## config.mk

```make
export PLATFORM = sky130hd
export DESIGN_NAME = ftc_trigger_ctrl
export DESIGN_NICKNAME = d
export VERILOG_FILES = /design/src/rtl/ftc_pkg.sv /design/src/rtl/ftc_edge_if.sv /design/src/rtl/ftc_edge_qual.sv /design/src/rtl/ftc_trigger_ctrl.sv
export SDC_FILE = /design/constraint.sdc
export NUM_CORES = 1
export LEC_CHECK = 0
export ABC_AREA = 1
export BUFFER_PORTS_ARGS = -buffer_cell sky130_fd_sc_hd__buf_2
export CORE_AREA = 5 5 95 115
export CTS_BUF_LIST = sky130_fd_sc_hd__clkbuf_8
export DETAILED_ROUTE_END_ITERATION = 10
export DIE_AREA = 0 0 100 120
export PLACE_DENSITY = 0.64
export RECOVER_POWER = 25
export SYNTH_ARGS = -nofsm -noshare
export SYNTH_HDL_FRONTEND = slang
export SYNTH_HIERARCHICAL = 1
export SYNTH_SLANG_ARGS = --single-unit
```

## constraint.sdc

```tcl
create_clock -name core_clk -period 3.91 [get_ports core_clk]
set_input_delay 0.5865 -clock core_clk [delete_from_list [all_inputs] [get_ports core_clk]]
set_output_delay 0.5865 -clock core_clk [all_outputs]
set_load 0.005 [all_outputs]
```

## src/rtl/ftc_pkg.sv

```systemverilog
// Package of constants and types for the frame trigger control block.
// What this block does
// Long-exposure on forces quick readout off; both never active together.
// Trigger kind is single-frame start or multi-frame burst start.
// Multi-frame trigger acquires exactly burst_frame_total frames, one when it is zero; used only in multi-frame kind.
// External triggering off: frames paced by frame-rate tick, all trigger sources ignored.
// External triggering on: frames start only from the selected origin.
// Origin is input one, input two, link, timer one, counter one or software.
// Frame grabber delivers link triggers on camera link trigger channel zero.
// Timer one or counter one expiry serves directly as the frame trigger.
// Software command triggers only with software origin; then nothing else triggers.
// Source qualified on rising, falling or either edge per edge selection.
// Qualified trigger waits programmed microsecond delay before frame trigger event.
// Retrigger policy decides if trigger during active frame is accepted.
// Overlap off: triggers during a frame in progress are rejected.
// Readout overlap: new trigger accepted once current readout has begun.
// Line pick addresses six lines: two inputs, then four outputs.
// Refused trigger raises invalid-frame-trigger pulse usable as output source.
// One-microsecond tick times delay; rearm after burst delivers full count.
package ftc_pkg;

  localparam int CLK_HZ          = 20000000;
  localparam int US_PER_S        = 1000000;
  localparam int CYC_PER_US      = CLK_HZ / US_PER_S;
  localparam int US_CNT_W        = 5;
  localparam int DELAY_W         = 16;
  localparam int BURST_W         = 16;
  localparam int LINE_PICK_W     = 3;
  localparam int NUM_IN_LINES    = 2;
  localparam int NUM_OUT_LINES   = 4;

  typedef enum logic [0:0] {
    FTC_KIND_SINGLE = 1'h0,
    FTC_KIND_MULTI  = 1'h1
  } ftc_kind_t;

  typedef enum logic [2:0] {
    FTC_ORG_IN_ONE  = 3'h0,
    FTC_ORG_IN_TWO  = 3'h1,
    FTC_ORG_LINK    = 3'h2,
    FTC_ORG_TIMER   = 3'h3,
    FTC_ORG_COUNTER = 3'h4,
    FTC_ORG_SOFT    = 3'h5
  } ftc_origin_t;

  typedef enum logic [1:0] {
    FTC_EDGE_UP     = 2'h0,
    FTC_EDGE_DOWN   = 2'h1,
    FTC_EDGE_EITHER = 2'h2
  } ftc_edge_t;

  typedef enum logic [0:0] {
    FTC_OVL_OFF     = 1'h0,
    FTC_OVL_READOUT = 1'h1
  } ftc_overlap_t;

  typedef enum logic [2:0] {
    FTC_ST_IDLE  = 3'h1,
    FTC_ST_DELAY = 3'h2,
    FTC_ST_FRAME = 3'h4
  } ftc_state_t;

  // Line numbers as software sees them; one and two are inputs.
  localparam logic [LINE_PICK_W-1:0] LINE_FIRST_IN  = 3'h1;
  localparam logic [LINE_PICK_W-1:0] LINE_FIRST_OUT = 3'h3;
  localparam logic [LINE_PICK_W-1:0] LINE_LAST      = 3'h6;

endpackage : ftc_pkg

```

## src/rtl/ftc_edge_if.sv

```systemverilog
// Interface carrying the qualified trigger from the edge stage to the control core.
`timescale 1ns/100ps
interface ftc_edge_if;
  logic src_level;
  logic qualified;
  modport detector (input src_level, output qualified);
  modport core     (output src_level, input qualified);
endinterface : ftc_edge_if

```

## src/rtl/ftc_edge_qual.sv

```systemverilog
// Edge qualifier that turns a source level into a one-cycle trigger pulse.
`timescale 1ns/100ps
module ftc_edge_qual (
  input  wire logic          core_clk,
  input  wire logic          reset_n,
  input  ftc_pkg::ftc_edge_t edge_sel,
  ftc_edge_if.detector       eif
);

  logic prev_q;
  logic prev_d;
  logic rise;
  logic fall;

  // Next value of the delayed level, plus edge decode.
  always_comb begin
    prev_d = eif.src_level;
    rise   = eif.src_level & ~prev_q;
    fall   = ~eif.src_level & prev_q;
    case (edge_sel)
      ftc_pkg::FTC_EDGE_UP:     eif.qualified = rise;
      ftc_pkg::FTC_EDGE_DOWN:   eif.qualified = fall;
      ftc_pkg::FTC_EDGE_EITHER: eif.qualified = rise | fall;
      default:                  eif.qualified = 1'b0;
    endcase
  end

  // Register the previous level.
  always_ff @(posedge core_clk or negedge reset_n) begin
    if (!reset_n) begin
      prev_q <= 1'b0;
    end else begin
      prev_q <= prev_d;
    end
  end

endmodule : ftc_edge_qual

```

## src/rtl/ftc_trigger_ctrl.sv

```systemverilog
// Top of the frame trigger control: origin select, delay, overlap and burst count.
`timescale 1ns/100ps
module ftc_trigger_ctrl #(
  parameter int DELAY_W = ftc_pkg::DELAY_W,
  parameter int BURST_W = ftc_pkg::BURST_W
) (
  input  wire logic                          core_clk,
  input  wire logic                          reset_n,
  input  ftc_pkg::ftc_kind_t                 frame_trigger_kind_select,
  input  wire logic                          external_trigger_enable,
  input  ftc_pkg::ftc_origin_t               trigger_origin_select,
  input  ftc_pkg::ftc_edge_t                 trigger_edge_select,
  input  wire logic [DELAY_W-1:0]            trigger_postpone_us,
  input  ftc_pkg::ftc_overlap_t              retrigger_policy,
  input  wire logic [BURST_W-1:0]            burst_frame_total,
  input  wire logic                          long_exposure_request,
  input  wire logic                          quick_readout_request,
  input  wire logic                          soft_trigger_command,
  input  wire logic                          timer_one_expiry,
  input  wire logic                          counter_one_expiry,
  input  wire logic                          frame_rate_tick,
  input  wire logic                          input_pin_one,
  input  wire logic                          input_pin_two,
  input  wire logic                          grabber_link_trigger,
  input  wire logic                          readout_started,
  input  wire logic                          frame_done,
  input  wire logic [ftc_pkg::LINE_PICK_W-1:0] physical_line_pick,
  output logic                               long_exposure_mode,
  output logic                               quick_readout_mode,
  output logic                               frame_trigger,
  output logic                               invalid_frame_trigger,
  output logic                               frame_active,
  output logic                               line_pick_is_input,
  output logic                               line_pick_is_output,
  output logic [ftc_pkg::LINE_PICK_W-1:0]    line_pick_index
);

  ftc_edge_if eif ();

  // Two-flop synchronisers for pins and the link; stage one feeds stage two only.
  logic [2:0] pin_s1_q;
  logic [2:0] pin_s2_q;
  always_ff @(posedge core_clk or negedge reset_n) begin
    if (!reset_n) begin
      pin_s1_q <= 3'h0;
      pin_s2_q <= 3'h0;
    end else begin
      pin_s1_q <= {grabber_link_trigger, input_pin_two, input_pin_one};
      pin_s2_q <= pin_s1_q;
    end
  end

  // Only line origins go through the edge stage; internal events are already pulses.
  always_comb begin
    case (trigger_origin_select)
      ftc_pkg::FTC_ORG_IN_ONE: eif.src_level = pin_s2_q[0];
      ftc_pkg::FTC_ORG_IN_TWO: eif.src_level = pin_s2_q[1];
      ftc_pkg::FTC_ORG_LINK:   eif.src_level = pin_s2_q[2];
      default:                 eif.src_level = 1'b0;
    endcase
  end

  ftc_edge_qual u_edge (
    .core_clk (core_clk),
    .reset_n  (reset_n),
    .edge_sel (trigger_edge_select),
    .eif      (eif)
  );

  // Select exactly one trigger cause; software excludes all others.
  logic raw_trig;
  always_comb begin
    case (trigger_origin_select)
      ftc_pkg::FTC_ORG_IN_ONE,
      ftc_pkg::FTC_ORG_IN_TWO,
      ftc_pkg::FTC_ORG_LINK:    raw_trig = eif.qualified;
      ftc_pkg::FTC_ORG_TIMER:   raw_trig = timer_one_expiry;
      ftc_pkg::FTC_ORG_COUNTER: raw_trig = counter_one_expiry;
      ftc_pkg::FTC_ORG_SOFT:    raw_trig = soft_trigger_command;
      default:                  raw_trig = 1'b0;
    endcase
    if (!external_trigger_enable) begin
      raw_trig = frame_rate_tick;
    end
  end

  // Exposure mode pair; long exposure wins so both are never active.
  always_comb begin
    long_exposure_mode = long_exposure_request;
    quick_readout_mode = quick_readout_request & ~long_exposure_request;
  end

  // Line pick decode: one and two are inputs, three to six outputs.
  always_comb begin
    line_pick_index     = physical_line_pick;
    line_pick_is_input  = (physical_line_pick >= ftc_pkg::LINE_FIRST_IN) &&
                          (physical_line_pick < ftc_pkg::LINE_FIRST_OUT);
    line_pick_is_output = (physical_line_pick >= ftc_pkg::LINE_FIRST_OUT) &&
                          (physical_line_pick <= ftc_pkg::LINE_LAST);
  end

  // Microsecond tick divider; it times the postpone count.
  // It restarts when a delay is loaded, so the wait is whole microseconds and never short.
  logic [ftc_pkg::US_CNT_W-1:0] us_cnt_q;
  logic [ftc_pkg::US_CNT_W-1:0] us_cnt_d;
  logic                         us_tick;
  logic                         us_restart;
  localparam logic [ftc_pkg::US_CNT_W-1:0] US_LAST =
    ftc_pkg::US_CNT_W'(ftc_pkg::CYC_PER_US - 1);
  always_comb begin
    us_tick  = (us_cnt_q == US_LAST);
    us_cnt_d = (us_tick || us_restart) ? '0 : us_cnt_q + 1'b1;
  end
  always_ff @(posedge core_clk or negedge reset_n) begin
    if (!reset_n) begin
      us_cnt_q <= '0;
    end else begin
      us_cnt_q <= us_cnt_d;
    end
  end

  // Trigger sequencer state.
  ftc_pkg::ftc_state_t st_q;
  ftc_pkg::ftc_state_t st_d;
  logic [DELAY_W-1:0]  dly_q;
  logic [DELAY_W-1:0]  dly_d;
  logic [BURST_W-1:0]  left_q;
  logic [BURST_W-1:0]  left_d;
  logic                rdo_q;
  logic                rdo_d;
  logic                pend_q;
  logic                pend_d;
  logic                ft_q;
  logic                ft_d;
  logic                inv_q;
  logic                inv_d;
  logic                accept;
  logic                fire;
  logic [BURST_W-1:0]  total;

  // A trigger is accepted when idle, or during readout with readout overlap while no trigger is latched yet.
  // The overlapped trigger is latched and, at the end of the last burst frame, starts the postpone delay to the next frame,
  // which keeps frames strictly serial at the output while honoring overlap.
  always_comb begin
    st_d   = st_q;
    dly_d  = dly_q;
    left_d = left_q;
    rdo_d  = rdo_q;
    pend_d = pend_q;
    ft_d   = 1'b0;
    inv_d  = 1'b0;
    fire   = 1'b0;
    accept = 1'b0;
    us_restart = 1'b0;
    total  = (frame_trigger_kind_select == ftc_pkg::FTC_KIND_MULTI) ?
             burst_frame_total : BURST_W'(1);
    if (total == '0) begin
      total = BURST_W'(1);
    end
    if (raw_trig) begin
      case (st_q)
        ftc_pkg::FTC_ST_IDLE: accept = 1'b1;
        ftc_pkg::FTC_ST_FRAME: accept = (retrigger_policy == ftc_pkg::FTC_OVL_READOUT) &&
                                        (rdo_q || readout_started) && !pend_q;
        default: accept = 1'b0;
      endcase
      inv_d = ~accept;
    end
    case (st_q)
      ftc_pkg::FTC_ST_IDLE: begin
        if (accept) begin
          left_d = total;
          dly_d  = trigger_postpone_us;
          us_restart = 1'b1;
          st_d   = ftc_pkg::FTC_ST_DELAY;
        end
      end
      ftc_pkg::FTC_ST_DELAY: begin
        if (dly_q == '0) begin
          fire = 1'b1;
        end else if (us_tick) begin
          dly_d = dly_q - 1'b1;
        end
      end
      ftc_pkg::FTC_ST_FRAME: begin
        if (accept) begin
          pend_d = 1'b1;
        end
        if (readout_started) begin
          rdo_d = 1'b1;
        end
        if (frame_done) begin
          rdo_d = 1'b0;
          if (left_q != '0) begin
            fire = 1'b1;
          end else if (pend_q || accept) begin
            pend_d = 1'b0;
            us_restart = 1'b1;
            left_d = total;
            dly_d  = trigger_postpone_us;
            st_d   = ftc_pkg::FTC_ST_DELAY;
          end else begin
            st_d = ftc_pkg::FTC_ST_IDLE;
          end
        end
      end
      default: st_d = ftc_pkg::FTC_ST_IDLE;
    endcase
    if (fire) begin
      ft_d   = 1'b1;
      left_d = left_d - 1'b1;
      rdo_d  = 1'b0;
      st_d   = ftc_pkg::FTC_ST_FRAME;
    end
  end

  // Register the sequencer.
  always_ff @(posedge core_clk or negedge reset_n) begin
    if (!reset_n) begin
      st_q   <= ftc_pkg::FTC_ST_IDLE;
      dly_q  <= '0;
      left_q <= '0;
      rdo_q  <= 1'b0;
      pend_q <= 1'b0;
      ft_q   <= 1'b0;
      inv_q  <= 1'b0;
    end else begin
      st_q   <= st_d;
      dly_q  <= dly_d;
      left_q <= left_d;
      rdo_q  <= rdo_d;
      pend_q <= pend_d;
      ft_q   <= ft_d;
      inv_q  <= inv_d;
    end
  end

  // Outputs from flip-flops.
  always_comb begin
    frame_trigger         = ft_q;
    invalid_frame_trigger = inv_q;
    frame_active          = (st_q == ftc_pkg::FTC_ST_FRAME);
  end

endmodule : ftc_trigger_ctrl

```

======== Word-level counts from Yosys, hierarchy flattened ========
Cells that the tools add are included.
word-level totals
  output and inout port bits .............. 10
  bits of input ports ..................... 56
  word-level logic and storage cells ...... 115
  flip-flop bits (word level) ............. 51
cells by class
  bitwise logic cells ..................... 8
  $add $sub $neg .......................... 3
  reductions and logical operators ........ 20
  mux-type cells .......................... 48
  eq/ne operators ......................... 21
  $lt $le $gt $ge ......................... 4
operators with widths
  kind                                                count
  two-way mux 16 bit                                  13
  one-hot mux 16 bit (3 select lines)                 1
  zero test 16 bit                                    2
  one-hot mux 16 bit (2 select lines)                 1
  subtractor 16 x 1 -> 16 bit, second input constant  2
  two-way mux 1 bit                                   20
  nonzero test 16 bit                                 1
  two-way mux 3 bit                                   4
  != test 2 bit, second input constant                6
  == test 3 x 2 -> 1 bit, second input constant       3
  == test 3 bit, second input constant                3
  one-hot mux 3 bit (3 select lines)                  1
  AND reduction 7 bit                                 1
  == test 3 x 1 -> 1 bit, second input constant       2
  != test 3 bit, second input constant                2
  one-hot mux 1 bit (2 select lines)                  3
  one-hot mux 1 bit (3 select lines)                  2
  nonzero test 3 bit                                  2
  adder 5 x 1 -> 5 bit, second input constant         1
  == test 5 bit, second input constant                1
  two-way mux 5 bit                                   1
  logical AND 1 bit                                   4
  inverter 1 bit                                      4
  one-hot mux 1 bit (4 select lines)                  1
  19 further kinds                                    23

======== Logic depth before layout (Yosys ltp) ========
Gate-level depths: netlist of the first run.
  word-level depth ........................ 17
  depth in mapped cells ................... 31
  mapped depth without buffers ............ 31

======== Hierarchy ========
Netlist of the first run, hierarchy kept.
modules (own cells, without submodules)
  module            times used  sequential area each (um^2)  cells an instance  area an instance (um^2)
  ftc_trigger_ctrl  1           1252.5                       535                3667.3
  ftc_edge_qual     1           25.0                         12                 95.1

======== Least setup slack after synthesis of the first run ========
OpenSTA, ideal clock, no wires.
  path kind ............................... input to register
  start ................................... input trigger_origin_select[1]
  end ..................................... register left_q[10]
  path buffers ............................ 1
  stages .................................. 29
  required time ........................... 3.790 ns
  slack ................................... 0.616 ns
  setup time .............................. 0.120 ns
  arrival ................................. 3.174 ns
  path through ............................ nor2_1 -> nand3_1 -> nand3_1 -> inv_1 -> ha_1 -> inv_1 -> nand3b_1 -> nand3_2 -> nand3_1 -> nand2_1 -> inv_1 -> nand2_2 -> nand2_2 -> nand2_4 -> nand2_4 -> nand2_4 -> buf_6 -> nand3_4 -> nand3_1 -> nand3_2 -> nand2_2 -> ha_1 -> inv_1 -> nor2_1 -> nand2_2 -> nor2_4 -> nand3_1 -> o21ai_1 -> nand2_1
between the ends
  word-level cells in the longest chain between the ends .. 16
  elaborated cells on any way between the ends .. 24
  classes of those cells .................. add/sub: 1; eq/ne: 5; mux: 11; bitwise: 4; reduce/logical: 3
ends and longest elaborated chain
  element                                               line                     source
  start: declaration                                    ftc_trigger_ctrl.sv:11   input ftc_pkg::ftc_origin_t trigger_origin_select,
  == test 3 x 2 -> 1 bit, or another cell as far along  ftc_trigger_ctrl.sv:55   case (trigger_origin_select)
  one-hot mux 1 bit (3 select lines) *                  ftc_trigger_ctrl.sv:55
  net eif.src_level                                     ftc_edge_if.sv:4         logic src_level;
  inverter 1 bit                                        ftc_edge_qual.sv:19      fall = ~eif.src_level & prev_q;
  AND 1 bit                                             ftc_edge_qual.sv:19
  bitwise OR 1 bit                                      ftc_edge_qual.sv:23      ftc_pkg::FTC_EDGE_EITHER: eif.qualified = rise | fall;
  one-hot mux 1 bit (3 select lines) *                  ftc_edge_qual.sv:20      case (edge_sel)
  net eif.qualified                                     ftc_edge_if.sv:5         logic qualified;
  [... 3 more ...]                                      n/a
  logical OR 1 bit                                      ftc_trigger_ctrl.sv:196  end else if (pend_q || accept) begin
  two-way mux 16 bit                                    ftc_trigger_ctrl.sv:196
  two-way mux 16 bit                                    ftc_trigger_ctrl.sv:194  if (left_q != '0) begin
  two-way mux 16 bit                                    ftc_trigger_ctrl.sv:192  if (frame_done) begin
  one-hot mux 16 bit (2 select lines) *                 ftc_trigger_ctrl.sv:169  case (st_q)
  subtractor 16 x 1 -> 16 bit                           ftc_trigger_ctrl.sv:211  left_d = left_d - 1'b1;
  two-way mux 16 bit *                                  ftc_trigger_ctrl.sv:209  if (fire) begin
  net left_d[10]                                        ftc_trigger_ctrl.sv:128  logic [BURST_W-1:0] left_d;
  end signal: assignment                                ftc_trigger_ctrl.sv:230  left_q <= left_d;
  end: declaration                                      ftc_trigger_ctrl.sv:127  logic [BURST_W-1:0] left_q;
The timed path passes the listed nets; every way through them passes the cells marked *.
A chain may end at the register's enable or synchronous reset.

======== Worst setup path after layout of the first run ========
Same ends and word-level chain as after synthesis.

==> run summary, run 1 <==
Final period util - 0.8792
slowest stage delay, CP - 0.29 ns
Post-DP HPWL - 7567 µm
reg2reg setup slack - 0.62 ns
CTS Hold Bufs - 0
EDFF count, synth - 0
number of synthesized register bits - 51
Antenna Nets Post-Route - 0
full die area - 0.01200 mm²
FF-to-FF path depth - 27
Core ar. - 0.009759 mm²
commonest cells after routing, fill and taps aside - nand2_1, inv_1, nor2_1
Mapped Nets - 608
Hold Violations, Final - 0
overall routing resource usage - 0.1640
Power per Cell Area - 673.2 mW/mm²
H-Tree Depth - 2
RD Place Congestion - 0.8814
Avg Vias per Cell - 4.966
critical path's most frequent cell - inv_1
Setup-failing EPs final - 0
sequential cell area fraction in the yosys report - 0.3395
post-cts resize count - 0
number of inserted diodes - 0
antenna violations before repair - 0
clock buffer depth - 2
utilization after layout - 0.4376
share of cells above drive strength 1 - 0.1875
Nets - 668
initial drt markers - 210
first-pass GRT wire length - 16,130 µm
f_max - 290.9 MHz
row cnt - 40
Skew-Pair Late Insertion Delay - 0.32 ns
RSZ-0062 raised after global routing - no
crit path max fanout - 12
Netlist Area Pre-Place - 0.003762 mm²
Post-synth ARST share - 1.000
Final Max Slew Viols - 34
fin crit period - 3.438 ns
worst vdd ir - 0.2678 mV
CTS tree - done
vias - 3,645
drt wl/cell - 13.19 µm
relative slew slack - -0.2140
Static Leak - 2.202 nW
WL final - 9681 µm
Mapped Avg Cell Area - 6.878 µm²
most common cell after layout, fill and taps aside - nand2_1
Overflow after GRT - 0
# port buffers - 65
setup TNS - 0 ns
main flop type after synthesis - dfrtp_1
P&R area growth vs syn - 13.50%
total number of yosys warnings - 6
Critical Path Sink Type - flop
Clock transition at path regs - 0.11 ns
worst-margin pin slew - 1.821 ns
post-synthesis instance total - 547
r2r startpoint - pin_s2_q[1]
final hold slack - 0.3588 ns
IO Count - 66
status - finished, violations left
Fill cells - 1,034
startpoint types - primary input
Post-CTS Setup Inserts - 0
largest net degree at the start of global routing - 34
DRC viols - 0
critical path's slowest cell - ha_1
reg2reg end - left_q[10]
Die Wd - 100 µm
failing checks - max-capacitance violations, max-slew violations
unique cell type count in the Yosys netlist - 40
Starting Density - 0.3855
crit path launch - trigger_origin_select[1]
Max-Cap Viols - 1
Worst Skew - 0.01338 ns
Worst setup endpoint - left_q[10]
WS Path Type - primary input to flop
clock tree sinks - 51
Hold Crit Class - flop to flop
Num CTS Buffers - 5
crit path DAT - 3.64 ns
DR pass1 iterations - 4
vias in the first global route - 3,587
die span in y - 120 µm
CP Data Required Time - 4.11 ns
CTS root buf - clkbuf_8
-- cell type report --
type / instances / area, µm² / area share
clock inverter: 3 / 27.53 / 0.006446
clock buffer: 5 / 68.82 / 0.01611
multi-input combinational: 387 / 2033 / 0.4761
inverter: 92 / 345.3 / 0.08087
tap: 126 / 157.7 / 0.03692
timing repair buffer: 70 / 360.3 / 0.08438
sequential: 51 / 1277 / 0.2992
-- sequential cells by signal, indices dropped and copies added, names as in the netlist --
| register | flops |
|---|---|
| st_q | 3 |
| us_cnt_q | 5 |
| pend_q | 1 |
| pin_s1_q | 3 |
| dly_q | 16 |
| invalid_frame_trigger | 1 |
| left_q | 16 |
| pin_s2_q | 3 |
| rdo_q | 1 |
| frame_trigger | 1 |
| u_edge/prev_q | 1 |
-- report_power, final --
group	leakage, nW	internal, mW	switching [mW]
registers	0.637	0.742	0.166
clock network	0.0467	0.133	0.202
logic	1.52	0.545	1.09
-- worst max-delay path, delay by kind of cell --
family	cells	cell delay, ns
AOI/OAI and AO/OA	2	0.30
adders and majority gates	2	0.49
buffers and inverters	6	0.49
and+or+nand+nor	19	1.76
-- synth_stat cells (all sizes together) (3+ instances only) --
cell type	count	area, µm²
nand2	134	568.0
inv	90	337.8
nor2	77	321.5
nand3	55	340.3
dfrtp	50	1251
o21ai	45	229.0
nand4	16	115.1
xor2	10	87.58
buf	9	76.32
clkbuf	8	30.03
o22ai	7	43.79
nor3	6	35.03
nor4	6	37.54
ha	5	62.56
a21oi	4	20.02
nand3b	4	30.03
xnor2	4	35.03
o221ai	3	26.28
-- logic make-up (layout without fill, tap and decap cells) --
family	Yosys count	in the layout	share of synthesized area
adders and majority gates	5	5	0.01663
buffers and inverters	109	170	0.1201
and+or+nand+nor	301	301	0.3904
xor gates and xnor gates	14	14	0.03259
DFF	51	51	0.3395
muxes	1	1	0.002661
AOI/OAI and AO/OA	66	66	0.09810
-- how the worst min path moves through the flow --
| stage | from | end | slack [ns] | cells after the start |
|---|---|---|---|---|
| finish | pin_s1_q[0] | pin_s2_q[0] | 0.36 | 0 |
| global route | input_pin_one | pin_s1_q[0] | 0.34 | 1 |
| CTS | reset_n | st_q[2] | 0.34 | 1 |
| detailed placement | pin_s1_q[0] | pin_s2_q[0] | 0.33 | 0 |
| global placement | pin_s1_q[2] | pin_s2_q[2] | 0.34 | 0 |
| floorplan | reset_n | dly_q[0] | 0.29 | 0 |
-- routing by layer --
metal	part of all wire	GRT usage	up-vias
met3	0.061	0.03372	15
met4	0.019	0.05729	0
met2	0.48	0.2838	82
met1	0.44	0.2000	1676
li1	-	-	1872
met5	0	0	-
-- metrics by stage --
step	worst slack (ns)	power (mW)	instances	cell area, µm²
after global routing	0.1740	3.153	734	4270
after detailed placement	0.1723	2.547	726	4177
after CTS	0.4918	2.889	734	4273
after floorplan	0.6158	2.163	547	3762
final	0.4725	2.875	734	4270
after global placement	0.3281	2.496	726	4177
Note: power is estimated with default switching activity, not from simulation.
==> run 2, diff against run 1 <==
- CORE_AREA: 5 5 95 115 -> 5 5 72 123
- DIE_AREA: 0 0 100 120 -> 0 0 77 128
- PLACE_DENSITY: 0.64 -> 0.76
==> run 2 against run 1 <==
  * Design area decreased by 1.2%
  * The run still ends with max-capacitance violations, max-slew violations left
  * Setup slack got worse by 0.15 ns
  * Core utilization increased by 10 points
  * First-iteration DRC count decreased by 14%
  * Cell count decreased by 5.0%
  * Die area decreased by 18%
  * Clock skew decreased by 0.0036 ns
  * Power increased by 0.66%
  * Combinational power increased by 2%
  * Critical path type unchanged
  * Non-clock buffer count decreased by 1
  * Fmax decreased by 4.2%
  * Critical endpoint unchanged
  * Via count increased by 3.5%
==> run summary, run 2 (synthesis gave the netlist of run 1 again) <==
status - finished, violations left
failing checks - max-capacitance violations, max-slew violations
Critical Path Sink Type - flop
pre-CTS WS - -0.02187 ns (-0.1941 ns)
sw frac - 0.5112 (+0.005404)
Power per Cell Area - 685.8 mW/mm² (+1.9%)
crit path DAT - 3.79 ns (+0.15 ns)
full die area - 0.009856 mm² (-18%)
Avg Vias per Cell - 5.412 (+9.0%)
worst vdd ir - 0.3805 mV (+42%)
Net Switching - 1.479 mW (+1.7%)
Starting Density - 0.4823 (+0.09676)
most common cell after layout, fill and taps aside - nand2_1
internal power - 1.414 mW (-0.44%)
Worst Skew - 0.009760 ns (-0.003619 ns)
Combinational Power Share - 0.577 (+0.009)
Skew-Pair Late Insertion Delay - 0.32 ns (about the same)
post-cts resize count - 0 (unchanged)
Max-Cap Viols - 1 (unchanged)
CTS Hold Bufs - 0 (unchanged)
WS Path Type - primary input to flop
cell total after placement - 689 (-5.1%)
relative slew slack - -0.1516 (+0.06235)
Static Leak - 2.197 nW (-0.23%)
Non-Filler Instances - 697 (-5.0%)
Hold Crit Class - flop to flop
CTS tree - done
Core ar. - 0.007801 mm² (-20%)
CP Data Required Time - 4.12 ns (about the same)
overall routing resource usage - 0.1965 (+0.03250)
Sequential Power Share - 0.312 (-0.004)
row cnt - 43 (+7.5%)
Setup-failing EPs final - 0 (unchanged)
H-Tree Depth - 2 (unchanged)
critical path's most frequent cell - inv_1
initial drt markers - 181 (-14%)
largest net degree at the start of global routing - 33 (-2.9%)
CTS root buf - clkbuf_8
clock tree sinks - 51 (unchanged)
first-pass GRT wire length - 16,020 µm (-0.69%)
Final Max Slew Viols - 33 (-2.9%)
RSZ-0062 raised after global routing - no
Post-CTS Setup Inserts - 0 (unchanged)
antenna violations before repair - 0 (unchanged)
WL final - 9593 µm (-0.91%)
worst-margin pin slew - 1.727 ns (-0.09352 ns)
Buf/Inv on CP - 6 (unchanged)
startpoint types - primary input
Largest delay share family, worst path - simple AND/OR/NAND/NOR gates
vias in the first global route - 3,737 (+4.2%)
P&R area growth vs syn - 12.14%
Clock transition at path regs - 0.10 ns (about the same)
Antenna Nets Post-Route - 0 (unchanged)
clock buffer depth - 2 (unchanged)
drt wl/cell - 13.76 µm (+4.4%)
Clk pwr share - 0.111 (-0.006)
# port buffers - 65 (unchanged)
share of cells above drive strength 1 - 0.1895 (+0.001956)
number of inserted diodes - 0 (unchanged)
RD Place Congestion - 0.9303 (+5.5%)
Hold Violations, Final - 0 (unchanged)
final worst slack - 0.3227 ns (-0.1498 ns)
commonest cells after routing, fill and taps aside - nand2_1, inv_1, nor2_1
setup TNS - 0 ns (unchanged)
Post-DP HPWL - 7654 µm (+1.2%)
vias - 3,772 (+3.5%)
Overflow after GRT - 0 (unchanged)
f_max - 278.8 MHz (-4.2%)
biggest registers after layout - dly_q (16), left_q (16), us_cnt_q (5)
DR pass1 iterations - 4 (unchanged)
fin crit period - 3.587 ns (+0.1498 ns)
Nets - 667 (-0.15%)
crit path max fanout - 16 (+4)
Num CTS Buffers - 5 (unchanged)
critical path's slowest cell - ha_1
DRC viols - 0 (unchanged)
IO Count - 66 (unchanged)
die span in y - 128 µm (+6.7%)
Final period util - 0.9175 (+0.03832)
Die Wd - 77 µm (-23%)
slowest stage delay, CP - 0.28 ns (about the same)
## run 2: changes by cell type in the layout (fill, tap and decap cells not counted), sizes merged
| cell | previous run | this run |
|---|---|---|
| clkbuf | 7 | 6 |
| clkinv | 2 | 4 |
| inv | 92 | 90 |
## run 2: area by class of cell
| type | count | area, µm² |
|---|---|---|
| Clock buffer | 5 | 68.82 |
| Clock inverter | 3 | 25.02 |
| Fill cell | 768 | 3582 |
| Timing Repair Buffer | 69 | 354.1 |
| Inverter | 92 | 345.3 |
| Sequential cell | 51 | 1277 |
| Tap cell | 90 | 112.6 |
| Multi-Input combinational cell | 387 | 2036 |
## run 2: metal layers
| metal | vias to the layer above | wire (µm) | GRT usage | part of all wire |
|---|---|---|---|---|
| met5 | - | 0 | 0 | 0 |
| met4 | 0 | 448 | 0.1174 | 0.047 |
| met3 | 43 | 551 | 0.03094 | 0.057 |
| met2 | 130 | 5149 | 0.3726 | 0.54 |
| met1 | 1731 | 3444 | 0.1961 | 0.36 |
| li1 | 1868 | - | - | - |
## run 2: path summary, 6_finish.rpt
kind                                                from           to  slack, ns  depth (start not counted)
worst min-delay path                         pin_s1_q[0]  pin_s2_q[0]       0.36                          0
worst min register to register               pin_s1_q[0]  pin_s2_q[0]       0.36                          0
min in group asynchronous                        reset_n     dly_q[9]       0.71                          1
worst max register to register               pin_s2_q[1]   left_q[10]       0.53                         27
max in group asynchronous                        reset_n      st_q[0]       2.07                          2
worst max-delay path            trigger_origin_select[0]   left_q[10]       0.32                         29
## run 2: power by group through the flow
stage	combinational, mW	sequential (mW)	clock [mW]
2_1_floorplan	1.29	0.870	0
3_3_place_gp	1.59	0.905	0
3_5_place_dp	1.65	0.912	0
4_1_cts	1.66	0.901	0.325
5_1_grt	1.89	0.928	0.346
6_report	1.67	0.903	0.322
## run 2: metrics by stage
| stage | power (mW) | hold WS [ns] | area, µm² | utilization |
|---|---|---|---|---|
| 2_1_floorplan | 2.163 | 0.2909 | 3762 | - |
| 3_3_place_gp | 2.499 | 0.3336 | 4124 | 0.5286 |
| 3_5_place_dp | 2.559 | 0.3362 | 4124 | 0.5286 |
| 4_1_cts | 2.884 | 0.3497 | 4218 | 0.5407 |
| 5_1_grt | 3.168 | 0.3562 | 4219 | 0.5408 |
| 6_report | 2.894 | 0.3570 | 4219 | 0.5408 |
## run 2: worst reg2reg max path: cells and delay by family (launching register included)
family	cells	cell delay, ns
adder cells (fa/ha/maj)	2	0.47
AO/OA/AOI/OAI	2	0.32
flip-flops	1	0.34
AND/OR/NAND/NOR	18	1.80
buffers and inverters	5	0.36
